### config.mk
export PLATFORM = sky130hd
export DESIGN_NAME = sfl_lock_ctrl
export DESIGN_NICKNAME = d
export VERILOG_FILES = /design/src/common/sfl_pkg.sv /design/src/hdl/sfl_lock_ctrl.sv
export SDC_FILE = /design/constraint.sdc
export NUM_CORES = 2
export LEC_CHECK = 0
export ABC_AREA = 1
export BUFFER_PORTS_ARGS = -buffer_cell sky130_fd_sc_hd__buf_2
export CORE_AREA = 2 2 338 340
export DETAILED_ROUTE_END_ITERATION = 16
export DIE_AREA = 0 0 340 342
export GPL_TIMING_DRIVEN = 1
export PLACE_DENSITY = 0.74
export SKIP_CTS_REPAIR_TIMING = 1
export SLEW_MARGIN = 20
export SYNTH_ARGS = -nofsm -noshare
export SYNTH_HDL_FRONTEND = slang
export SYNTH_SLANG_ARGS = --single-unit
### constraint.sdc
create_clock -name core_clk_i -period 8.6 [get_ports core_clk_i]
set_input_delay 0 -clock core_clk_i [delete_from_list [all_inputs] [get_ports core_clk_i]]
set_output_delay 0 -clock core_clk_i [all_outputs]
set_load 0.02 [all_outputs]
### src/common/sfl_pkg.sv
// Purpose: shared constants for the sequencer setting lock controller
// Assumes: one clock, asynchronous active-high reset
// Notes: phase codes follow a gray path idle -> setup, idle -> run
package sfl_pkg;
  // ==========================================================================
  // sizes
  localparam int SFL_NUM_FEAT = 8;   // settings under control
  localparam int SFL_DATA_W = 16;    // width of one setting value
  localparam int SFL_NUM_SETS = 8;   // sequencer sets that can be stored
  // ==========================================================================
  // reset values
  localparam logic SFL_VALID_RST = 1'b0;
  localparam logic SFL_REJ_RST = 1'b0;
  // ==========================================================================
  // phases
  typedef enum logic [1:0] {
    SFL_PH_IDLE = 2'b00,
    SFL_PH_SETUP = 2'b01,
    SFL_PH_RUN = 2'b10
  } sfl_phase_e;
endpackage

### src/hdl/sfl_lock_ctrl.sv
// Purpose: classify, lock, store and restore camera settings for a set sequencer
// Assumes: all control inputs come from logic on core_clk_i
// Notes: dependency web is given as a flat matrix, bit i*NF+j = i depends on j
`timescale 1ns/1ps
`default_nettype none

// Behaviour
// - a direct enable applies to every set, not only the selected one.
// - each direct setting value is stored separately per set.
// - implied setting values are also stored per set.
// - implied settings writable in setup, refused while running.
// - fixed settings keep one shared value, never restored per set.
// - fixed settings refuse writes in setup and while running.
// - automatic controls are held off while running.
// - automatic controls outside the fixed class stay writable during setup.
// - unrelated settings are never locked or changed by the sequencer.
// - storing a set captures every active setting value.
// - entering setup resolves implied and fixed, and locks fixed at once.
// - fixed classification is transitive across the dependency web; implied covers direct dependents only.
// - storage for up to eight sequencer sets.
// - leaving setup checks the configuration and reports validity.
// - run on locks all sequenced settings and loads the start set.
module sfl_lock_ctrl import sfl_pkg::*; #(
  parameter int NF = SFL_NUM_FEAT,
  parameter int DW = SFL_DATA_W,
  parameter int NS = SFL_NUM_SETS,
  localparam int FW = $clog2(NF),
  localparam int SW = $clog2(NS)
) (
  input wire logic core_clk_i, // device clock
  input wire logic reset_i, // async reset, active high
  input wire logic [NF*NF-1:0] dep_i, // dependency web
  input wire logic [NF-1:0] auto_feat_i, // settings that are automatic controls
  input wire logic [FW-1:0] direct_setting_picker_i, // setting for enable write
  input wire logic direct_setting_enable_bit_i, // enable value to write
  input wire logic enable_wr_i, // pulse: write the enable bit
  input wire logic setup_phase_switch_i, // level: setup phase requested
  input wire logic run_phase_switch_i, // level: run requested
  input wire logic wr_en_i, // pulse: write a setting
  input wire logic [FW-1:0] wr_feat_i, // setting to write
  input wire logic [DW-1:0] wr_data_i, // value to write
  input wire logic [SW-1:0] set_sel_i, // selected set
  input wire logic save_i, // pulse: store live values into selected set
  input wire logic load_i, // pulse: restore selected set
  input wire logic [SW-1:0] start_set_i, // set loaded when the run starts
  output logic [NF*DW-1:0] feat_val_o, // effective setting values
  output logic [NF-1:0] direct_o, // direct class
  output logic [NF-1:0] implied_o, // implied class
  output logic [NF-1:0] fixed_o, // fixed class
  output logic [NF-1:0] lock_o, // write lock per setting
  output logic setup_check_result_o, // configuration valid
  output logic [1:0] phase_o, // current phase code
  output logic [SW-1:0] active_set_o, // last loaded set
  output logic wr_rej_o // pulse: last write refused
);

  // ==========================================================================
  // state
  sfl_phase_e phase_q, phase_d;
  logic [NF-1:0] dir_q, impl_q, fix_q;
  logic [NF-1:0] impl_c, fix_c;
  logic [DW-1:0] live_q [NF];
  logic [DW-1:0] set_q [NS][NF];
  logic [NS-1:0] saved_q;
  logic valid_q, rej_q;
  logic [SW-1:0] act_q;
  logic [NF*DW-1:0] out_q;

  // prerequisites of a group: every j that some member i depends on
  function automatic logic [NF-1:0] prereq(input logic [NF-1:0] s,
                                            input logic [NF*NF-1:0] d);
    logic [NF-1:0] p;
    p = '0;
    for (int i = 0; i < NF; i++) begin
      for (int j = 0; j < NF; j++) begin
        if (s[i] && d[i*NF+j]) begin
          p[j] = 1'b1;
        end
      end
    end
    return p;
  endfunction

  // ==========================================================================
  // classification
  // transitive closure
  // closing over NF passes covers the longest possible chain of prerequisites
  always_comb begin
    impl_c = '0;
    for (int i = 0; i < NF; i++) begin
      for (int j = 0; j < NF; j++) begin
        if (dep_i[i*NF+j] && dir_q[j]) begin
          impl_c[i] = 1'b1;
        end
      end
    end
    impl_c = impl_c & ~dir_q;
    fix_c = prereq(dir_q | impl_c, dep_i);
    for (int a = 0; a < NF; a++) begin
      fix_c = fix_c | prereq(fix_c, dep_i);
    end
    fix_c = fix_c & ~(dir_q | impl_c);
  end

  // ==========================================================================
  // phase control
  wire logic in_setup = (phase_q == SFL_PH_SETUP);
  wire logic in_run = (phase_q == SFL_PH_RUN);
  wire logic go_run = (phase_q == SFL_PH_IDLE) && run_phase_switch_i && valid_q;
  wire logic go_setup = (phase_q == SFL_PH_IDLE) && setup_phase_switch_i && !run_phase_switch_i;
  wire logic leave_setup = in_setup && !setup_phase_switch_i;
  wire logic check_ok = saved_q[start_set_i] && (|dir_q);

  // run needs a valid configuration; a run request is ignored otherwise
  always_comb begin
    phase_d = phase_q;
    case (phase_q)
      SFL_PH_IDLE: begin
        if (go_run) begin
          phase_d = SFL_PH_RUN;
        end else if (go_setup) begin
          phase_d = SFL_PH_SETUP;
        end
      end
      SFL_PH_SETUP: begin
        if (!setup_phase_switch_i) begin
          phase_d = SFL_PH_IDLE;
        end
      end
      SFL_PH_RUN: begin
        if (!run_phase_switch_i) begin
          phase_d = SFL_PH_IDLE;
        end
      end
      default: begin
        phase_d = SFL_PH_IDLE;
      end
    endcase
  end

  // ==========================================================================
  // locks
  wire logic [NF-1:0] forced_w = auto_feat_i & ~(dir_q | impl_q | fix_q);
  // fixed locked in setup and run
  wire logic [NF-1:0] lock_w = in_run ? (dir_q | impl_q | fix_q | forced_w) :
                               in_setup ? fix_q : '0;
  wire logic wr_ok = wr_en_i && !lock_w[wr_feat_i];
  // direct enables are global, changed only outside setup and run
  wire logic en_ok = enable_wr_i && (phase_q == SFL_PH_IDLE);
  wire logic [NF-1:0] restore_w = dir_q | impl_q;

  // class frozen on setup entry
  // classes track the web while idle and freeze the moment setup or run starts
  always_ff @(posedge core_clk_i or posedge reset_i) begin
    if (reset_i) begin
      dir_q <= '0;
      impl_q <= '0;
      fix_q <= '0;
    end else begin
      if (en_ok) begin
        dir_q[direct_setting_picker_i] <= direct_setting_enable_bit_i;
      end
      if (phase_q == SFL_PH_IDLE) begin
        impl_q <= impl_c;
        fix_q <= fix_c;
      end
    end
  end

  // phase, validity and reject flag
  always_ff @(posedge core_clk_i or posedge reset_i) begin
    if (reset_i) begin
      phase_q <= SFL_PH_IDLE;
      valid_q <= SFL_VALID_RST;
      rej_q <= SFL_REJ_RST;
    end else begin
      phase_q <= phase_d;
      if (leave_setup) begin
        valid_q <= check_ok;
      end
      rej_q <= wr_en_i && !wr_ok;
    end
  end

  // ==========================================================================
  // live values and set store
  // eight sets by default
  always_ff @(posedge core_clk_i or posedge reset_i) begin
    if (reset_i) begin
      for (int i = 0; i < NF; i++) begin
        live_q[i] <= '0;
      end
      saved_q <= '0;
      act_q <= '0;
    end else begin
      if (go_run || load_i) begin
        act_q <= go_run ? start_set_i : set_sel_i;
        for (int i = 0; i < NF; i++) begin
          if (restore_w[i]) begin
            live_q[i] <= set_q[go_run ? start_set_i : set_sel_i][i];
          end
        end
      end else if (wr_ok) begin
        live_q[wr_feat_i] <= wr_data_i;
      end
      if (save_i) begin
        saved_q[set_sel_i] <= 1'b1;
      end
    end
  end

  // set memory carries no reset; saved_q tells which entries hold data
  always_ff @(posedge core_clk_i) begin
    if (save_i) begin
      for (int i = 0; i < NF; i++) begin
        set_q[set_sel_i][i] <= live_q[i];
      end
    end
  end

  always_ff @(posedge core_clk_i or posedge reset_i) begin
    if (reset_i) begin
      out_q <= '0;
    end else begin
      for (int i = 0; i < NF; i++) begin
        out_q[i*DW +: DW] <= (in_run && auto_feat_i[i]) ? '0 : live_q[i];
      end
    end
  end

  // outputs
  assign feat_val_o = out_q;
  assign direct_o = dir_q;
  assign implied_o = impl_q;
  assign fixed_o = fix_q;
  assign lock_o = lock_w;
  assign setup_check_result_o = valid_q;
  assign phase_o = phase_q;
  assign active_set_o = act_q;
  assign wr_rej_o = rej_q;

  // non-zero flag per shown value, read by the forced-off check
  logic [NF-1:0] out_nz;
  always_comb begin
    for (int i = 0; i < NF; i++) out_nz[i] = |out_q[i*DW +: DW];
  end
endmodule // sfl_lock_ctrl
`default_nettype wire

# ---- Yosys cells after proc, flatten, opt, wreduce, memory -nomap -nowiden
# Memory sizes are Yosys's and may differ from the RTL's.
# Cells that the tools add are included.
dict set report totals {
  ff_bits 295
  ram_bits 1024
  input_bits 109
  output_inout_bits 167
  n_memories 1
}
dict set report op_classes {
  order_cmp 8
  n_eq_ne 13
  n_mux 680
  bitwise 20
  reduce_logical 677
}
# memory words word_bits rd rd_ports_with_merged_regs write_ports line
set memory_table {}
lappend memory_table {set_q 8 128 1 0 1 sfl_lock_ctrl.sv:63} ;# logic [DW-1:0] set_q [NS][NF];
# cell n
set ops {}
lappend ops {{$logic_and A1 B1 Y1} 660}
lappend ops {{$mux W1} 646}
lappend ops {{$mux W16} 17}
lappend ops {{$mux W128} 2}
lappend ops {{$bwmux W128} 1}
lappend ops {{$or A8 B8 Y8} 13}
lappend ops {{$demux W16 S3} 1}
lappend ops {{$and A8 B8 Y8} 3}
lappend ops {{$not A8 Y8} 3}
lappend ops {{$ne A2 B2 Y1 const B} 10}
lappend ops {{$lt A3 B4 Y1 const B} 4}
lappend ops {{$mux W8} 2}
lappend ops {{$reduce_and A2 Y1} 8}
lappend ops {{$bwmux W8} 1}
lappend ops {{$mux W2} 4}
lappend ops {{$reduce_or A8 Y1} 1}
lappend ops {{$bmux W1 S3} 2}
lappend ops {{$demux W1 S3} 2}
lappend ops {{$ge A3 B1 Y1 const B} 2}
lappend ops {{$pmux W2 S3} 1}
lappend ops {{$ge A4 B4 Y1 const B} 1}
lappend ops {{$logic_not A1 Y1} 4}
lappend ops {{$lt A4 B1 Y1 const B} 1}
lappend ops {{$not A3 Y4} 1}
lappend ops {{8 further kinds} 8}

# ---- Logic depth before layout (Yosys ltp)
dict set report logic_depth {
  ltp_word 101
  depth_mapped 43
}

# ---- Least setup slack after synthesis
# Ideal clock, no wire load.
dict set report synth_path {
  kind {input to register}
  startpoint {input port set_sel_i[2]}
  endpoint {register saved_q[2]}
  setup_ns 0.099
  arrival_time_ns 6.083
  path_slack_ns 2.418
  stages 4
  path_cell_list {inv_1 -> nand2_1 -> nor2_1 -> or2_2}
}
dict set report synth_via {
  elab_chain_len 5
}
# item line
set synth_rtl {}
lappend synth_rtl {{start, declared} sfl_lock_ctrl.sv:42} ;# input wire logic [SW-1:0] set_sel_i,
lappend synth_rtl {{$lt A3 B4 Y1 (implied by the code) or $ge A3 B1 Y1 (tied branches)} sfl_lock_ctrl.sv:207} ;# saved_q[set_sel_i] <= 1'b1;
lappend synth_rtl {{$logic_and A1 B1 Y1 (implied by the code)} sfl_lock_ctrl.sv:207}
lappend synth_rtl {{$mux W1 (implied by the code)} sfl_lock_ctrl.sv:207}
lappend synth_rtl {{$demux W1 S3 *} sfl_lock_ctrl.sv:207}
lappend synth_rtl {{$or A8 B8 Y8 (no source line) *} n/a}
lappend synth_rtl {{end signal, assigned} sfl_lock_ctrl.sv:193} ;# saved_q <= '0;
lappend synth_rtl {{end signal, assigned by index} sfl_lock_ctrl.sv:207}
lappend synth_rtl {{end, declared} sfl_lock_ctrl.sv:64} ;# logic [NS-1:0] saved_q;
# Every way passes the cells marked *; elsewhere a longest branch is shown, timed or not.
# A chain may end at the register's enable or synchronous reset.

# ---- Final worst setup path
dict set report layout_path {
  startpoint {register dir_q[4], in the netlist direct_o[4]}
  endpoint {register fix_q[1], in the netlist fixed_o[1]}
}
dict set report layout_via {
  elab_chain_len 97
}
# item line
set layout_rtl {}
lappend layout_rtl {{start, declared} sfl_lock_ctrl.sv:60} ;# logic [NF-1:0] dir_q, impl_q, fix_q;
lappend layout_rtl {{start signal, assigned by index} sfl_lock_ctrl.sv:161} ;# dir_q[direct_setting_picker_i] <= direct_setting_enable_bit_i;
lappend layout_rtl {{$logic_and A1 B1 Y1} sfl_lock_ctrl.sv:92} ;# if (dep_i[i*NF+j] && dir_q[j]) begin
lappend layout_rtl {{$mux W1 (4 in a row)} sfl_lock_ctrl.sv:92}
lappend layout_rtl {{$and A8 B8 Y8} sfl_lock_ctrl.sv:97} ;# impl_c = impl_c & ~dir_q;
lappend layout_rtl {{$or A8 B8 Y8 *} {sfl_lock_ctrl.sv:98, sfl_lock_ctrl.sv:102}}
lappend layout_rtl {{$logic_and A1 B1 Y1} sfl_lock_ctrl.sv:76} ;# if (s[i] && d[i*NF+j]) begin
lappend layout_rtl {{$mux W1 (8 in a row)} sfl_lock_ctrl.sv:76}
lappend layout_rtl {{$logic_and A1 B1 Y1} sfl_lock_ctrl.sv:76}
lappend layout_rtl {{$mux W1 (8 in a row)} sfl_lock_ctrl.sv:76}
lappend layout_rtl {{[... 50 more ...]} n/a}
lappend layout_rtl {{$or A8 B8 Y8} sfl_lock_ctrl.sv:100} ;# fix_c = fix_c | prereq(fix_c, dep_i);
lappend layout_rtl {{$logic_and A1 B1 Y1} sfl_lock_ctrl.sv:76}
lappend layout_rtl {{$mux W1 (8 in a row)} sfl_lock_ctrl.sv:76}
lappend layout_rtl {{$or A8 B8 Y8} sfl_lock_ctrl.sv:100}
lappend layout_rtl {{$logic_and A1 B1 Y1} sfl_lock_ctrl.sv:76}
lappend layout_rtl {{$mux W1 (8 in a row)} sfl_lock_ctrl.sv:76}
lappend layout_rtl {{$or A8 B8 Y8} sfl_lock_ctrl.sv:100}
lappend layout_rtl {{$and A8 B8 Y8 *} sfl_lock_ctrl.sv:102} ;# fix_c = fix_c & ~(dir_q | impl_c);
lappend layout_rtl {{end signal, assigned} sfl_lock_ctrl.sv:165} ;# fix_q <= fix_c;
lappend layout_rtl {{end, declared} sfl_lock_ctrl.sv:60}
# Marks and branches as above.

==> metrics.md <==
| Metric | Value |
|---|---|
| Status | `finished, violations left` |
| Failing checks | `negative hold slack` |
| Clk slew on worst S/H paths | `0.06 ns` |
| Num rows | `124` |
| CP top delay family | `simple AND/OR/NAND/NOR gates` |
| Clk root buf | `clkbuf_16` |
| Post-Route WL | `165 mm` |
| First-pass GRT wire length | `245 mm` |
| Total Power | `19.8 mW` |
| Final Hold Viols | `46` |
| Fin crit share | `0.826` |
| Clock power frac | `0.287` |
| Vias | `41600` |
| Setup TNS | `0 ns` |
| Layout cells sized above 1 | `0.123` |
| Most used cell, CP | `nand2_1` |
| Pleak | `25.0 nW` |
| Clk Latency, worst-skew pair | `0.75 ns` |
| WP data required | `9.23 ns` |
| Yosys cell types | `32` |
| Setup WS pre-CTS | `3.36 ns` |
| Num CTS Buffers | `134` |
| Sw Ratio | `0.335` |
| Total track usage | `0.278` |
| Register area | `38100 um2` |
| Seq/Total Area, Yosys | `0.680` |
| Die Wd | `340 um` |
| Main combinational cell family by area after synthesis | `simple AND/OR/NAND/NOR gates` |
| Simple-Gate Fraction of Synth Area | `0.190` |
| Yosys top cell by area | `edfxtp_1` |
| Synth Area in Adders | `0` |
| Compound-Gate Fraction of Synth Area | `0.0898` |
| Multi-input gate area | `15800 um2` |
| Final RePlAce weighted congestion | `0.973` |
| # nets final | `5599` |
| Crit path buffers/inverters | `3` |
| Antenna violations before repair | `5` |
| Number of synthesized flops with an enable pin | `1024` |
| Hold_ws | `-0.0518 ns` |
| Power per cell area | `311 nW/um2` |
| Drt first-iter violations | `4905` |
| Die height | `342 um` |
| Commonest cells after routing, fill and taps aside | `1495 x nand2_1, 1024 x edfxtp_1, 1014 x nor2_1` |
| Most used DFF post-synth | `edfxtp_1` |
| Placed Area | `58600 um2` |
| Routed Antenna Nets | `0` |
| Drt wl/cell | `23.1 um` |
| Slew HR | `0.240` |
| Minimum clock period | `7.11 ns` |
| Routed vias/inst | `5.85` |
| Hold Crit Class | `input pin to asynchronous set/reset pin` |
| Area share of the largest cell type after synthesis | `0.548` |
| Multiplexer share of the synthesized area | `0` |
| Worst Setup Path Type | `flip-flop to flip-flop` |
| Flop pwr share | `0.488` |
| Max Fanout on Critical Path | `12` |
| DP HPWL | `85.6 mm` |
| Syn. warnings | `0` |
| Syn_nets | `5387` |
| P&R area growth vs syn | `13.6%` |
| Final Setup Violations | `0` |
| Starting density of the core | `0.496` |
| Final WS setup | `1.49 ns` |
| Die area | `116000 um2` |
| Commonest non-fill, non-tap cell in the layout | `nand2_1` |
| Post-synth ARST share | `0.224` |
| Worst-margin pin slew | `1.14 ns` |
| Average instance area after synthesis | `10.6 um2` |
| CTS tree | `yes` |
| Synth Cell Area | `56100 um2` |
| PortBufs | `275` |
| Post-route cell area | `63700 um2` |
| CTS max path bufs | `3` |
| CP startpoint kind | `flip-flop` |
| Logic gate share of total power | `0.226` |
| VDD IR max | `0.254 mV` |
| Fillcell total | `9287` |
| Worst Clk Skew | `0.0241 ns` |
| Fraction of synthesized cell area in xor and xnor cells | `0` |
| Ranking of synthesized cells by area | `edfxtp_1 55%, dfrtp_1 13%, nand2_1 10%` |
| Psw | `6.63 mW` |
| CP Capture Type | `flip-flop` |
| Synth Register Bits | `1319` |
| Core footprint | `113000 um2` |
| Max-cap viol count | `0` |
| Largest net degree at the start of global routing | `225` |
| Total grt overflow | `0` |
| Slew Limit Fails | `0` |
| First-pass DRT Iterations | `6` |
| P_int | `13.2 mW` |
| H-tree level count | `4` |
| CTS Sinks | `1319` |
| I/O pin total | `276` |
| CP arrival | `7.73 ns` |
| DRC violations left | `0` |
| Vias in the first global route | `39600` |
| Synth Instances | `5278` |
| Worst path max stage delay | `0.60 ns` |
| RSZ-0062 raised after global routing | `false` |
| Crit path max-delay cell type | `dfrtp_1` |
| Fmax | `0.141 GHz` |
layout make-up:
type                            instances  area share
Clock buffer                          181      0.0583
Antenna cell                            3    0.000118
Tap cell                             1512      0.0297
Clock inverter                         68     0.00895
Sequential cell                      1319       0.598
Inverter                              233      0.0140
Multi-Input combinational cell       3400       0.248
Timing Repair Buffer                  402      0.0423
sequential cells by signal, summed over array words and instances, names as in the netlist:
| signal | cells |
|---|---|
| direct_o | 8 |
| fixed_o | 8 |
| setup_check_result_o | 1 |
| live_q | 128 |
| set_q | 1024 |
| saved_q | 8 |
| phase_o | 2 |
| feat_val_o | 128 |
| wr_rej_o | 1 |
| active_set_o | 3 |
| implied_o | 8 |
worst paths after layout:
path / startpoint / endpoint / slack, ns / depth (start not counted)
worst min register to register: saved_q[0] / saved_q[0] / 0.46 / 2
worst min-delay path: reset_i / feat_val_o[107] / -0.05 / 3
max in group asynchronous: reset_i / feat_val_o[39] / 7.07 / 4
worst max-delay path: direct_o[4] / fixed_o[1] / 1.49 / 45
worst max register to register: direct_o[4] / fixed_o[1] / 1.49 / 45
min in group core_clk_i: set_sel_i[0] / saved_q[1] / 0 / 3
logic make-up (layout without fill, tap and decap cells):
logic type	Yosys count	count (layout)
and+or+nand+nor	2693	2693
DFF	1319	1319
AOI/OAI and AO/OA	707	707
buffers and inverters	559	884
other	0	3
worst min-delay path: cells and delay by family:
family / cells / cell delay [ns]
buf+inv: 3 / 1.19
per-layer routing:
layer	wire, um	vias to the layer above	global-route usage
li1	-	18500	-
met1	62700	20200	0.369
met2	76300	2426	0.441
met3	17700	498	0.0596
met4	7840	4	0.128
met5	23	-	0
Yosys cell counts (4+ instances only):
master and instances:
nand3_1 11, nand3_4 8, a41oi_1 128, clkbuf_1 228, a22o_1 8, buf_1 34, buf_4 17, buf_2 38
clkinv_1 7, or2_2 4, nor4_1 10, nor2_1 1024, o21ai_0 298, nand2_2 67, buf_6 9, inv_2 8
nor2_4 8, o32ai_1 256, inv_1 218, dfrtp_1 295, nor2_2 57, nand2_1 1495, nor3_1 8, a21oi_1 7
edfxtp_1 1024
power by group through the flow:
stage / registers [mW] / clock network (mW) / logic [mW]
after CTS: 9.65 / 5.76 / 4.44
final: 9.65 / 5.68 / 4.47
after detailed placement: 9.77 / 0 / 4.41
after global placement: 9.71 / 0 / 4.33
after floorplan: 9.83 / 0 / 2.51
after global routing: 9.82 / 6.02 / 4.89
per-stage QoR:
step	cells	util	hold WS, ns
6_report	7118	0.564	-0.0518
5_1_grt	7115	0.563	0.00191
4_1_cts	7034	0.556	-0.594
3_5_place_dp	6785	0.518	0.201
3_3_place_gp	6785	0.518	0.194
2_1_floorplan	5278	-	0.0914
Power figures use the tool's default switching activity.
